--- src/hdl/lsw_consts.vh ---
// Constants of the lamp switch serial control port: frame layout, register
// addresses, field positions, reset values and timing figures.
// Assumes a 200 MHz system clock; times are converted to cycles in the top.
`ifndef LSW_CONSTS_VH
`define LSW_CONSTS_VH

`define LSW_CLK_MHZ        200
`define LSW_FRAME_BITS     16
`define LSW_ADDR_MSB       15
`define LSW_ADDR_LSB       11
`define LSW_DATA_MSB       10
`define LSW_ADDR_W         5
`define LSW_DATA_W         11

`define LSW_ADDR_OUT       5'h01
`define LSW_ADDR_PWM       5'h02
`define LSW_ADDR_DUTY0     5'h03
`define LSW_ADDR_DUTY1     5'h04
`define LSW_ADDR_SENSE     5'h05
`define LSW_ADDR_WDOG      5'h06

`define LSW_OUT_ON0        0
`define LSW_OUT_ON1        1
`define LSW_OUT_DIRECT     2
`define LSW_PWM_EN         0
`define LSW_PWM_CLK_SEL    1
`define LSW_SNS_LSB        0
`define LSW_SNS_MSB        1
`define LSW_SNS_OFF        2'h0
`define LSW_DUTY_MSB       7
`define LSW_REG_RESET      11'h000

`define LSW_PWM_DIV        128
`define LSW_WDOG_US        10000
`define LSW_CLKFAIL_US     1000
`define LSW_INT_TICK_NS    65104
`define LSW_CLK_SETTLE_NS  100

`endif

--- src/hdl/lsw_spi_shift.v ---
// Serial shift engine of the lamp switch control port.
// Assumes chip select, serial clock and data input are synchronous to clk.
`include "lsw_consts.vh"

module lsw_spi_shift #(
  parameter W = 16
) (
  // System
  input  wire         clk_sys_i,
  input  wire         rst_n_i,
  // Serial pins
  input  wire         chip_select_n_i,
  input  wire         sclk_i,
  input  wire         si_i,
  output reg          so_o,
  output reg          so_oe_o,
  // Status and frame
  input  wire [W-1:0] status_i,
  output reg          frame_valid_o,
  output reg  [W-1:0] frame_o
);

  reg         cs_n_q;
  reg         sclk_q;
  reg [W-1:0] tx_reg;
  reg [4:0]   cnt_reg;

  wire cs_fall = cs_n_q & ~chip_select_n_i;
  wire cs_rise = ~cs_n_q & chip_select_n_i;
  // Serial clock edges count only inside a frame.
  wire active  = ~chip_select_n_i & ~cs_n_q;
  wire sc_fall = active & sclk_q & ~sclk_i;
  wire sc_rise = active & ~sclk_q & sclk_i;

  always @(posedge clk_sys_i) begin
    if (!rst_n_i) begin
      cs_n_q        <= 1'b1;
      sclk_q        <= 1'b0;
      tx_reg        <= {W{1'b0}};
      cnt_reg       <= 5'h00;
      so_o          <= 1'b0;
      so_oe_o       <= 1'b0;
      frame_valid_o <= 1'b0;
      frame_o       <= {W{1'b0}};
    end else begin
      cs_n_q        <= chip_select_n_i;
      sclk_q        <= sclk_i;
      so_oe_o       <= ~chip_select_n_i;
      frame_valid_o <= 1'b0;
      if (cs_fall) begin
        tx_reg  <= status_i;
        so_o    <= status_i[W-1];
        cnt_reg <= 5'h00;
      end
      if (sc_fall) begin
        frame_o <= {frame_o[W-2:0], si_i};
        if (cnt_reg != 5'h1F)
          cnt_reg <= cnt_reg + 5'h01;
      end
      // The first rising edge precedes any sample, so the MSB stays put.
      if (sc_rise && cnt_reg != 5'h00) begin
        tx_reg <= {tx_reg[W-2:0], 1'b0};
        so_o   <= tx_reg[W-2];
      end
      if (cs_rise && cnt_reg == W)
        frame_valid_o <= 1'b1;
    end
  end

endmodule // lsw_spi_shift

--- src/hdl/lsw_pwm.v ---
// One PWM channel: a period of DIV clock ticks and a programmed duty.
// Assumes tick_i is a one-cycle pulse in the system clock domain.
`include "lsw_consts.vh"

module lsw_pwm #(
  parameter DIV = 128
) (
  // System
  input  wire       clk_sys_i,
  input  wire       rst_n_i,
  // Control
  input  wire       enable_i,
  input  wire       tick_i,
  input  wire [7:0] duty_i,
  // Output
  output reg        pwm_o
);

  reg [6:0] phase_reg;

  always @(posedge clk_sys_i) begin
    if (!rst_n_i || !enable_i) begin
      phase_reg <= 7'h00;
      pwm_o     <= 1'b0;
    end else begin
      if (tick_i)
        phase_reg <= (phase_reg == DIV - 1) ? 7'h00 : phase_reg + 7'h01;
      // Duty 0 never turns on; DIV or more stays on for the whole period.
      pwm_o <= (duty_i >= DIV) | ({1'b0, phase_reg} < duty_i);
    end
  end

endmodule // lsw_pwm

--- src/hdl/lsw_top.v ---
// Control logic of a dual high-side lamp switch behind its serial port.
// Assumes all pins are synchronous to clk_sys_i; analogue parts are outside.
//
// Contract
// - Chip select rise commits frame to register
// - Chip select fall loads status into shifter
// - Data output driven only while selected
// - Clock and data ignored while deselected
// - Sample on falling, shift on rising edge
// - Five-bit address selects target register
// - Reset input low clears registers, sleeps if nothing else wakes
// - Reset input rise starts the watchdog
// - Inputs, wake, clock, reset wake device
// - Direct pins switch their outputs
// - PWM period is clock divided by 128
// - Fault pin pulled low on any fault
// - Logic supply loss enters fail-safe
// - Sense selects current, temperature or off
// - Clock fail check only external, enabled
// - Duty zero off, full duty on
// - Sleep makes all settings read as zero
// - Status shifted out MSB first
`include "lsw_consts.vh"

module lsw_top #(
  parameter WDOG_CYC    = `LSW_WDOG_US * `LSW_CLK_MHZ,
  parameter CLKFAIL_CYC = `LSW_CLKFAIL_US * `LSW_CLK_MHZ,
  parameter INT_TICK_CYC = `LSW_INT_TICK_NS * `LSW_CLK_MHZ / 1000
) (
  // System
  input  wire       clk_sys_i,
  input  wire       resetn_i,
  // Serial port
  input  wire       chip_select_n_i,
  input  wire       sclk_i,
  input  wire       si_i,
  output wire       so_o,
  output wire       so_oe_o,
  // Device pins
  input  wire       reset_n_input_i,
  input  wire       wake_i,
  input  wire       direct_ctrl_0_i,
  input  wire       direct_ctrl_1_i,
  input  wire       pwm_clock_i,
  input  wire       vdd_fail_i,
  input  wire [3:0] fault_i,
  // Outputs
  output reg        power_out_0_o,
  output reg        power_out_1_o,
  output reg        fault_flag_n_o,
  output reg        fault_flag_n_oe_o,
  output reg  [1:0] sense_feedback_out_o,
  output reg        sense_feedback_out_oe_o,
  output reg        sleep_o,
  output reg        fail_safe_o
);

  localparam CLK_SETTLE_CYC = (`LSW_CLK_SETTLE_NS * `LSW_CLK_MHZ + 999) / 1000;
  localparam NREG = 32;

  // Register file indexed by the frame address.
  reg [`LSW_DATA_W-1:0] regs [0:NREG-1];

  reg        rstin_q;
  reg        wdog_run_reg;
  reg [31:0] wdog_cnt_reg;
  reg        wdog_to_reg;
  reg        ext_q;
  reg        pclk_q;
  reg [31:0] clkmon_reg;
  reg        clk_fail_reg;
  reg        clk_on_reg;
  reg [31:0] itick_reg;
  reg        itick_reg_p;

  wire        frame_valid;
  wire [15:0] frame;
  wire [15:0] status;
  wire        pwm0;
  wire        pwm1;

  wire [`LSW_ADDR_W-1:0] frm_addr = frame[`LSW_ADDR_MSB:`LSW_ADDR_LSB];
  wire [`LSW_DATA_W-1:0] frm_data = frame[`LSW_DATA_MSB:0];

  // Any wake source holds the device out of sleep.
  wire awake = reset_n_input_i | wake_i | direct_ctrl_0_i
             | direct_ctrl_1_i | clk_on_reg;

  // While asleep every setting behaves as zero.
  wire [`LSW_DATA_W-1:0] out_cfg  = awake ? regs[`LSW_ADDR_OUT]   : `LSW_REG_RESET;
  wire [`LSW_DATA_W-1:0] pwm_cfg  = awake ? regs[`LSW_ADDR_PWM]   : `LSW_REG_RESET;
  wire [`LSW_DATA_W-1:0] duty0    = awake ? regs[`LSW_ADDR_DUTY0] : `LSW_REG_RESET;
  wire [`LSW_DATA_W-1:0] duty1    = awake ? regs[`LSW_ADDR_DUTY1] : `LSW_REG_RESET;
  wire [`LSW_DATA_W-1:0] sns_cfg  = awake ? regs[`LSW_ADDR_SENSE] : `LSW_REG_RESET;

  wire pwm_en    = pwm_cfg[`LSW_PWM_EN];
  wire ext_sel   = ~pwm_cfg[`LSW_PWM_CLK_SEL];
  wire direct_en = out_cfg[`LSW_OUT_DIRECT];
  wire fail_now  = vdd_fail_i | wdog_to_reg;
  wire fault_any = (|fault_i) | clk_fail_reg;

  // External PWM clock arrives on direct input zero when selected.
  wire ext_clk  = direct_ctrl_0_i;
  wire ext_rise = ext_clk & ~ext_q;
  wire pclk_rise = pwm_clock_i & ~pclk_q;
  wire pwm_tick = ext_sel ? ext_rise : itick_reg_p;

  // Operating modes; sleep outranks fail-safe, which outranks a fault.
  localparam MODE_SLEEP  = 2'h0;
  localparam MODE_NORMAL = 2'h1;
  localparam MODE_SAFE   = 2'h2;
  localparam MODE_FAULT  = 2'h3;

  reg [1:0] mode_sel;

  always @* begin
    if (!awake)
      mode_sel = MODE_SLEEP;
    else if (fail_now)
      mode_sel = MODE_SAFE;
    else if (fault_any)
      mode_sel = MODE_FAULT;
    else
      mode_sel = MODE_NORMAL;
  end

  assign status = {fault_any, ~awake, fail_now, power_out_1_o, power_out_0_o,
                   direct_ctrl_1_i, direct_ctrl_0_i, wake_i, wdog_run_reg,
                   clk_fail_reg, fault_i, 2'h0};

  lsw_spi_shift #(
    .W (`LSW_FRAME_BITS)
  ) u_shift (
    .clk_sys_i       (clk_sys_i),
    .rst_n_i         (resetn_i),
    .chip_select_n_i (chip_select_n_i),
    .sclk_i          (sclk_i),
    .si_i            (si_i),
    .so_o            (so_o),
    .so_oe_o         (so_oe_o),
    .status_i        (status),
    .frame_valid_o   (frame_valid),
    .frame_o         (frame)
  );

  lsw_pwm #(
    .DIV (`LSW_PWM_DIV)
  ) u_pwm0 (
    .clk_sys_i (clk_sys_i),
    .rst_n_i   (resetn_i),
    .enable_i  (pwm_en),
    .tick_i    (pwm_tick),
    .duty_i    (duty0[`LSW_DUTY_MSB:0]),
    .pwm_o     (pwm0)
  );

  lsw_pwm #(
    .DIV (`LSW_PWM_DIV)
  ) u_pwm1 (
    .clk_sys_i (clk_sys_i),
    .rst_n_i   (resetn_i),
    .enable_i  (pwm_en),
    .tick_i    (pwm_tick),
    .duty_i    (duty1[`LSW_DUTY_MSB:0]),
    .pwm_o     (pwm1)
  );

  // Register writes; the reset pin clears everything while held low.
  // Addresses without a function still store their data.
  genvar g;
  generate
    for (g = 0; g < NREG; g = g + 1) begin : g_reg
      always @(posedge clk_sys_i) begin
        if (!resetn_i || !reset_n_input_i)
          regs[g] <= `LSW_REG_RESET;
        else if (frame_valid && frm_addr == g)
          regs[g] <= frm_data;
      end
    end
  endgenerate

  // Watchdog: started by the reset pin rising, kicked by each valid frame.
  always @(posedge clk_sys_i) begin
    if (!resetn_i) begin
      rstin_q      <= 1'b0;
      wdog_run_reg <= 1'b0;
      wdog_cnt_reg <= 32'h0000_0000;
      wdog_to_reg  <= 1'b0;
    end else begin
      rstin_q <= reset_n_input_i;
      if (!reset_n_input_i) begin
        wdog_run_reg <= 1'b0;
        wdog_cnt_reg <= 32'h0000_0000;
        wdog_to_reg  <= 1'b0;
      end else if (!rstin_q) begin
        wdog_run_reg <= 1'b1;
        wdog_cnt_reg <= 32'h0000_0000;
      end else if (wdog_run_reg) begin
        // The timeout latches until the reset pin goes low; frames cannot clear it.
        if (frame_valid)
          wdog_cnt_reg <= 32'h0000_0000;
        else if (wdog_cnt_reg == WDOG_CYC - 1)
          wdog_to_reg <= 1'b1;
        else
          wdog_cnt_reg <= wdog_cnt_reg + 32'h0000_0001;
      end
    end
  end

  // Clock monitor: activity wakes; a stall counts as a fault when checked.
  always @(posedge clk_sys_i) begin
    if (!resetn_i) begin
      ext_q        <= 1'b0;
      pclk_q       <= 1'b0;
      clkmon_reg   <= 32'h0000_0000;
      clk_fail_reg <= 1'b0;
      clk_on_reg   <= 1'b0;
    end else begin
      // Separate detectors, so a pin held high cannot mask the other's edges.
      ext_q  <= ext_clk;
      pclk_q <= pwm_clock_i;
      if (ext_rise || pclk_rise) begin
        clkmon_reg <= 32'h0000_0000;
        clk_on_reg <= 1'b1;
      end else if (clkmon_reg != CLKFAIL_CYC) begin
        clkmon_reg <= clkmon_reg + 32'h0000_0001;
      end else begin
        clk_on_reg <= 1'b0;
      end
      // A stalled external clock is a fault only while it is the PWM source.
      if (pwm_en && ext_sel && awake)
        clk_fail_reg <= (clkmon_reg == CLKFAIL_CYC) && (clkmon_reg > CLK_SETTLE_CYC);
      else
        clk_fail_reg <= 1'b0;
    end
  end

  // Internal PWM clock divider.
  always @(posedge clk_sys_i) begin
    if (!resetn_i || !pwm_en || ext_sel) begin
      itick_reg   <= 32'h0000_0000;
      itick_reg_p <= 1'b0;
    end else if (itick_reg == INT_TICK_CYC - 1) begin
      itick_reg   <= 32'h0000_0000;
      itick_reg_p <= 1'b1;
    end else begin
      itick_reg   <= itick_reg + 32'h0000_0001;
      itick_reg_p <= 1'b0;
    end
  end

  // Output drive, fault pin and sense selection.
  always @(posedge clk_sys_i) begin
    if (!resetn_i) begin
      power_out_0_o           <= 1'b0;
      power_out_1_o           <= 1'b0;
      fault_flag_n_o          <= 1'b0;
      fault_flag_n_oe_o       <= 1'b0;
      sense_feedback_out_o    <= 2'h0;
      sense_feedback_out_oe_o <= 1'b0;
      sleep_o                 <= 1'b1;
      fail_safe_o             <= 1'b0;
    end else begin
      sleep_o     <= mode_sel == MODE_SLEEP;
      fail_safe_o <= mode_sel == MODE_SAFE;
      // In fail-safe the pins take over, since the host may be gone.
      case (mode_sel)
        MODE_SLEEP: begin
          power_out_0_o <= 1'b0;
          power_out_1_o <= 1'b0;
        end
        MODE_SAFE: begin
          power_out_0_o <= direct_ctrl_0_i;
          power_out_1_o <= direct_ctrl_1_i;
        end
        default: begin
          // Direct enable hands the outputs to the pins; faults do not gate them.
          if (direct_en) begin
            power_out_0_o <= direct_ctrl_0_i;
            power_out_1_o <= direct_ctrl_1_i;
          end else if (pwm_en) begin
            power_out_0_o <= pwm0 & ~fault_i[0];
            power_out_1_o <= pwm1 & ~fault_i[1];
          end else begin
            power_out_0_o <= out_cfg[`LSW_OUT_ON0] & ~fault_i[0];
            power_out_1_o <= out_cfg[`LSW_OUT_ON1] & ~fault_i[1];
          end
        end
      endcase
      fault_flag_n_o    <= 1'b0;
      fault_flag_n_oe_o <= fault_any;
      sense_feedback_out_o    <= sns_cfg[`LSW_SNS_MSB:`LSW_SNS_LSB];
      sense_feedback_out_oe_o <= sns_cfg[`LSW_SNS_MSB:`LSW_SNS_LSB] != `LSW_SNS_OFF;
    end
  end

endmodule // lsw_top

--- config.mk ---
export PLATFORM = sky130hd
export DESIGN_NAME = lsw_top
export DESIGN_NICKNAME = d
export VERILOG_FILES = /design/src/hdl/lsw_spi_shift.v /design/src/hdl/lsw_pwm.v /design/src/hdl/lsw_top.v
export VERILOG_INCLUDE_DIRS = /design/src /design/src/hdl
export SDC_FILE = /design/constraint.sdc
export NUM_CORES = 1
export LEC_CHECK = 0
export BUFFER_PORTS_ARGS = -buffer_cell sky130_fd_sc_hd__buf_2
export CORE_MARGIN = 2
export CORE_UTILIZATION = 46
export DETAILED_ROUTE_END_ITERATION = 6
export PLACE_DENSITY = 0.65
export SYNTH_ARGS = -nofsm -noshare
export SYNTH_HDL_FRONTEND = slang
export SYNTH_SLANG_ARGS = --single-unit
--- constraint.sdc ---
create_clock -name clk_sys_i -period 3.9 [get_ports clk_sys_i]
set_clock_uncertainty 0.1 [all_clocks]
set_input_delay 0.195 -clock clk_sys_i [delete_from_list [all_inputs] [get_ports clk_sys_i]]
set_output_delay 0.195 -clock clk_sys_i [all_outputs]
set_load 0.005 [all_outputs]
==> flow_summary.json <==
{
  "cts_resized": 0,
  "insertion_delay_ns": 0.44,
  "detail-route-antenna-nets": 0,
  "initial_core_util_pct": 46.88,
  "grt_pass1_wl_um": 31000,
  "numCtsBuffers": 17,
  "diodes": 0,
  "critPathLaunch": "direct_ctrl_0_i",
  "cts.hold.buffers_added": 12,
  "cp-end-kind": "flip-flop",
  "hold_viol": 0,
  "synthTopCellsByCount": "167 x dfxtp_1, 117 x nand2_1, 111 x nor2_1",
  "critPathSlowestCell": "or3b_2",
  "worst_pin_slew_ns": 1.026,
  "period_needed_ns": 2.873,
  "cts_sinks": 190,
  "vdd_drop_max_v": 0.0002404,
  "drc": 0,
  "ys_seq_area_share_pct": 46.00,
  "fmax_ghz": 0.3481,
  "cp_num_cells": 7,
  "grt_pass1_vias": 6378,
  "portBuffers": 24,
  "nets": 1046,
  "final-setup-viol-count": 0,
  "synth_edf_count": 23,
  "crit_family": "simple AND/OR/NAND/NOR gates",
  "ys_async_sr_fraction_pct": 0,
  "path_clk_slew_ns": 0.07,
  "yosys_warnings": 0,
  "setup.worst_path.end": "itick_reg[13]",
  "p_leak_nw": 3.379,
  "outcome": "finished, final reports clean",
  "post_cts_buffers": 0,
  "synth_top_area_share_pct": 38.13,
  "fin_setup_tns_ns": 0,
  "overflow": 0,
  "maxSlewHeadroom_pct": 30.90,
  "path_buf_inv": 2,
  "power.density_nw_per_um2": 389.5,
  "reg2reg_slack_ns": 1.42,
  "dr.pass1.iters": 5,
  "drv_cap": 0,
  "cts_tree": "built",
  "critical_path.max_stage_delay_ns": 0.63,
  "r2r-end": "wdog_cnt_reg[3]",
  "h-tree-depth": 4,
  "synth_cell_types": 60,
  "first_iter_violations": 452,
  "p_switching_mw": 0.8893,
  "synthFlopType": "dfxtp_1",
  "timing.rr.start": "wdog_cnt_reg[11]",
  "synth_most_common_cell": "dfxtp_1",
  "swShare_pct": 23.54,
  "cts_max_path_buffers": 2,
  "core_um2": 18710,
  "seqPwrFrac_pct": 53.6,
  "fp.dieH_um": 142.1,
  "die_x_um": 142.1,
  "holdCritStartpoint": "resetn_i",
  "power.internal_mw": 2.888,
  "synthesis.area_um2": 8768,
  "grt_setup_unrepaired": "no",
  "crit_chain": "dlygate4sd3_1, buf_2, or4_1, or2_2, nand3_1, or3b_2, nor2_1",
  "holdWs_ns": 0.01916,
  "syn_area_per_cell_um2": 8.821,
  "synth-seq-cells": 190,
  "root_buffer": "clkbuf_16",
  "routabilityCongestion": 0.8298,
  "worstPathArrival_ns": 3.07,
  "start_kind": "input pin",
  "area_growth_pct": 10.62,
  "n_fill_cell": 1736,
  "routed_wl_um": 18150,
  "synth_nets": 1030,
  "ys_top_cells_by_area": "dfxtp_1 38%, edfxtp_1 7.9%, nand2_1 5.0%, nor2_1 4.8%, xor2_1 3.9%",
  "maxSlewViolCount": 0,
  "synth_top_cell_by_area": "dfxtp_1",
  "routed_via_density": 5.592,
  "clock_power_share_pct": 42.9,
  "period_share_pct": 73.66,
  "design.die.area_um2": 20180,
  "hpwl_um": 12210,
  "critPathKind": "input pin to flip-flop",
  "p_comb_share_pct": 3.5,
  "drive_above_1_share_pct": 7.331,
  "num_rows": 50,
  "cp_max_fo": 32,
  "reg2reg_depth": 5,
  "grtUsageTotal_pct": 18.70,
  "post_drt_wl_per_cell_um": 14.44,
  "worstHoldPathType": "input pin to flip-flop",
  "grt_max_degree": 38,
  "cp.required_ns": 4.10,
  "pin_count": 26,
  "synthCells": 994,
  "antenna_found_initial": 0,
  "vias": 7029
}
## how the worst min path moves through the flow
stage / slack (ns) / endpoint / depth (start not counted)
floorplan: 0.22 / ext_q / 1
global placement: 0.32 / pclk_q / 2
detailed placement: 0.33 / pclk_q / 2
CTS: 0.002 / u_shift.cs_n_q / 2
global route: 0.03 / sleep_o / 2
finish: 0.02 / u_shift.cs_n_q / 2
## metal layers
layer  global-route usage, %  share of wire (%)  up-vias
met4                   5.842                1.6        0
met1                   26.41                 51     3312
met3                   3.432                2.5       23
met2                   29.11                 45       86
met5                       0                  0        -
li1                        -                  -     3608
## layout make-up
type | count | area (µm²) | area share, %
Clock buffer | 20 | 436.7 | 4.502
Clock inverter | 12 | 107.6 | 1.109
Inverter | 19 | 71.32 | 0.7353
Multi-Input combinational cell | 741 | 4479 | 46.18
Sequential cell | 190 | 4034 | 41.59
Tap cell | 234 | 292.8 | 3.019
Timing Repair Buffer | 41 | 277.8 | 2.864
## power groups by stage
stage	combinational, mW	clock, mW	sequential, mW
finish	0.133	1.62	2.02
global route	0.149	1.73	2.03
CTS	0.133	1.65	2.02
detailed placement	0.124	0	2.07
global placement	0.123	0	2.07
floorplan	0.0848	0	2.06
## worst reg2reg max path, stage by stage (launching register included)
cell	delay, ns
dfxtp_1	0.34
nor4_1	0.47
nand4_1	0.36
nor3_2	0.60
nor3_1	0.23
a32o_1	0.27
## metrics by stage
stage | total power, mW | std cells | util [%] | setup WS, ns | cell area [µm²]
6_report | 3.778 | 1257 | 51.85 | 1.027 | 9699
5_1_grt | 3.904 | 1257 | 51.85 | 0.8407 | 9699
4_1_cts | 3.810 | 1257 | 51.85 | 1.030 | 9699
3_5_place_dp | 2.193 | 1213 | 48.30 | 1.111 | 9035
3_3_place_gp | 2.192 | 1213 | 48.30 | 1.162 | 9035
2_1_floorplan | 2.148 | 994 | - | 1.286 | 8768
## cells in the final DEF (no fill, tap or decap), drive strengths merged, types with 21 or more instances in the layout
cell type,n
a21oi,65
and2,28
and3,31
buf,29
dfxtp,167
edfxtp,23
ha,21
inv,22
nand2,117
nand3,40
nand4,28
nor2,111
o21ai,33
xnor2,25
xor2,39
## cell families (layout without fill, tap and decap cells)
logic type,Yosys count,count (layout),synth area share (%)
simple gates,484,484,29.12
mux,9,9,1.027
compound gates,162,162,11.50
other cells,1,1,0.04277
fa+ha+maj,21,21,2.997
flops,190,190,46.00
xor+xnor,64,64,6.393
buf+inv,63,92,2.911
(Power assumes the default switching activity.)
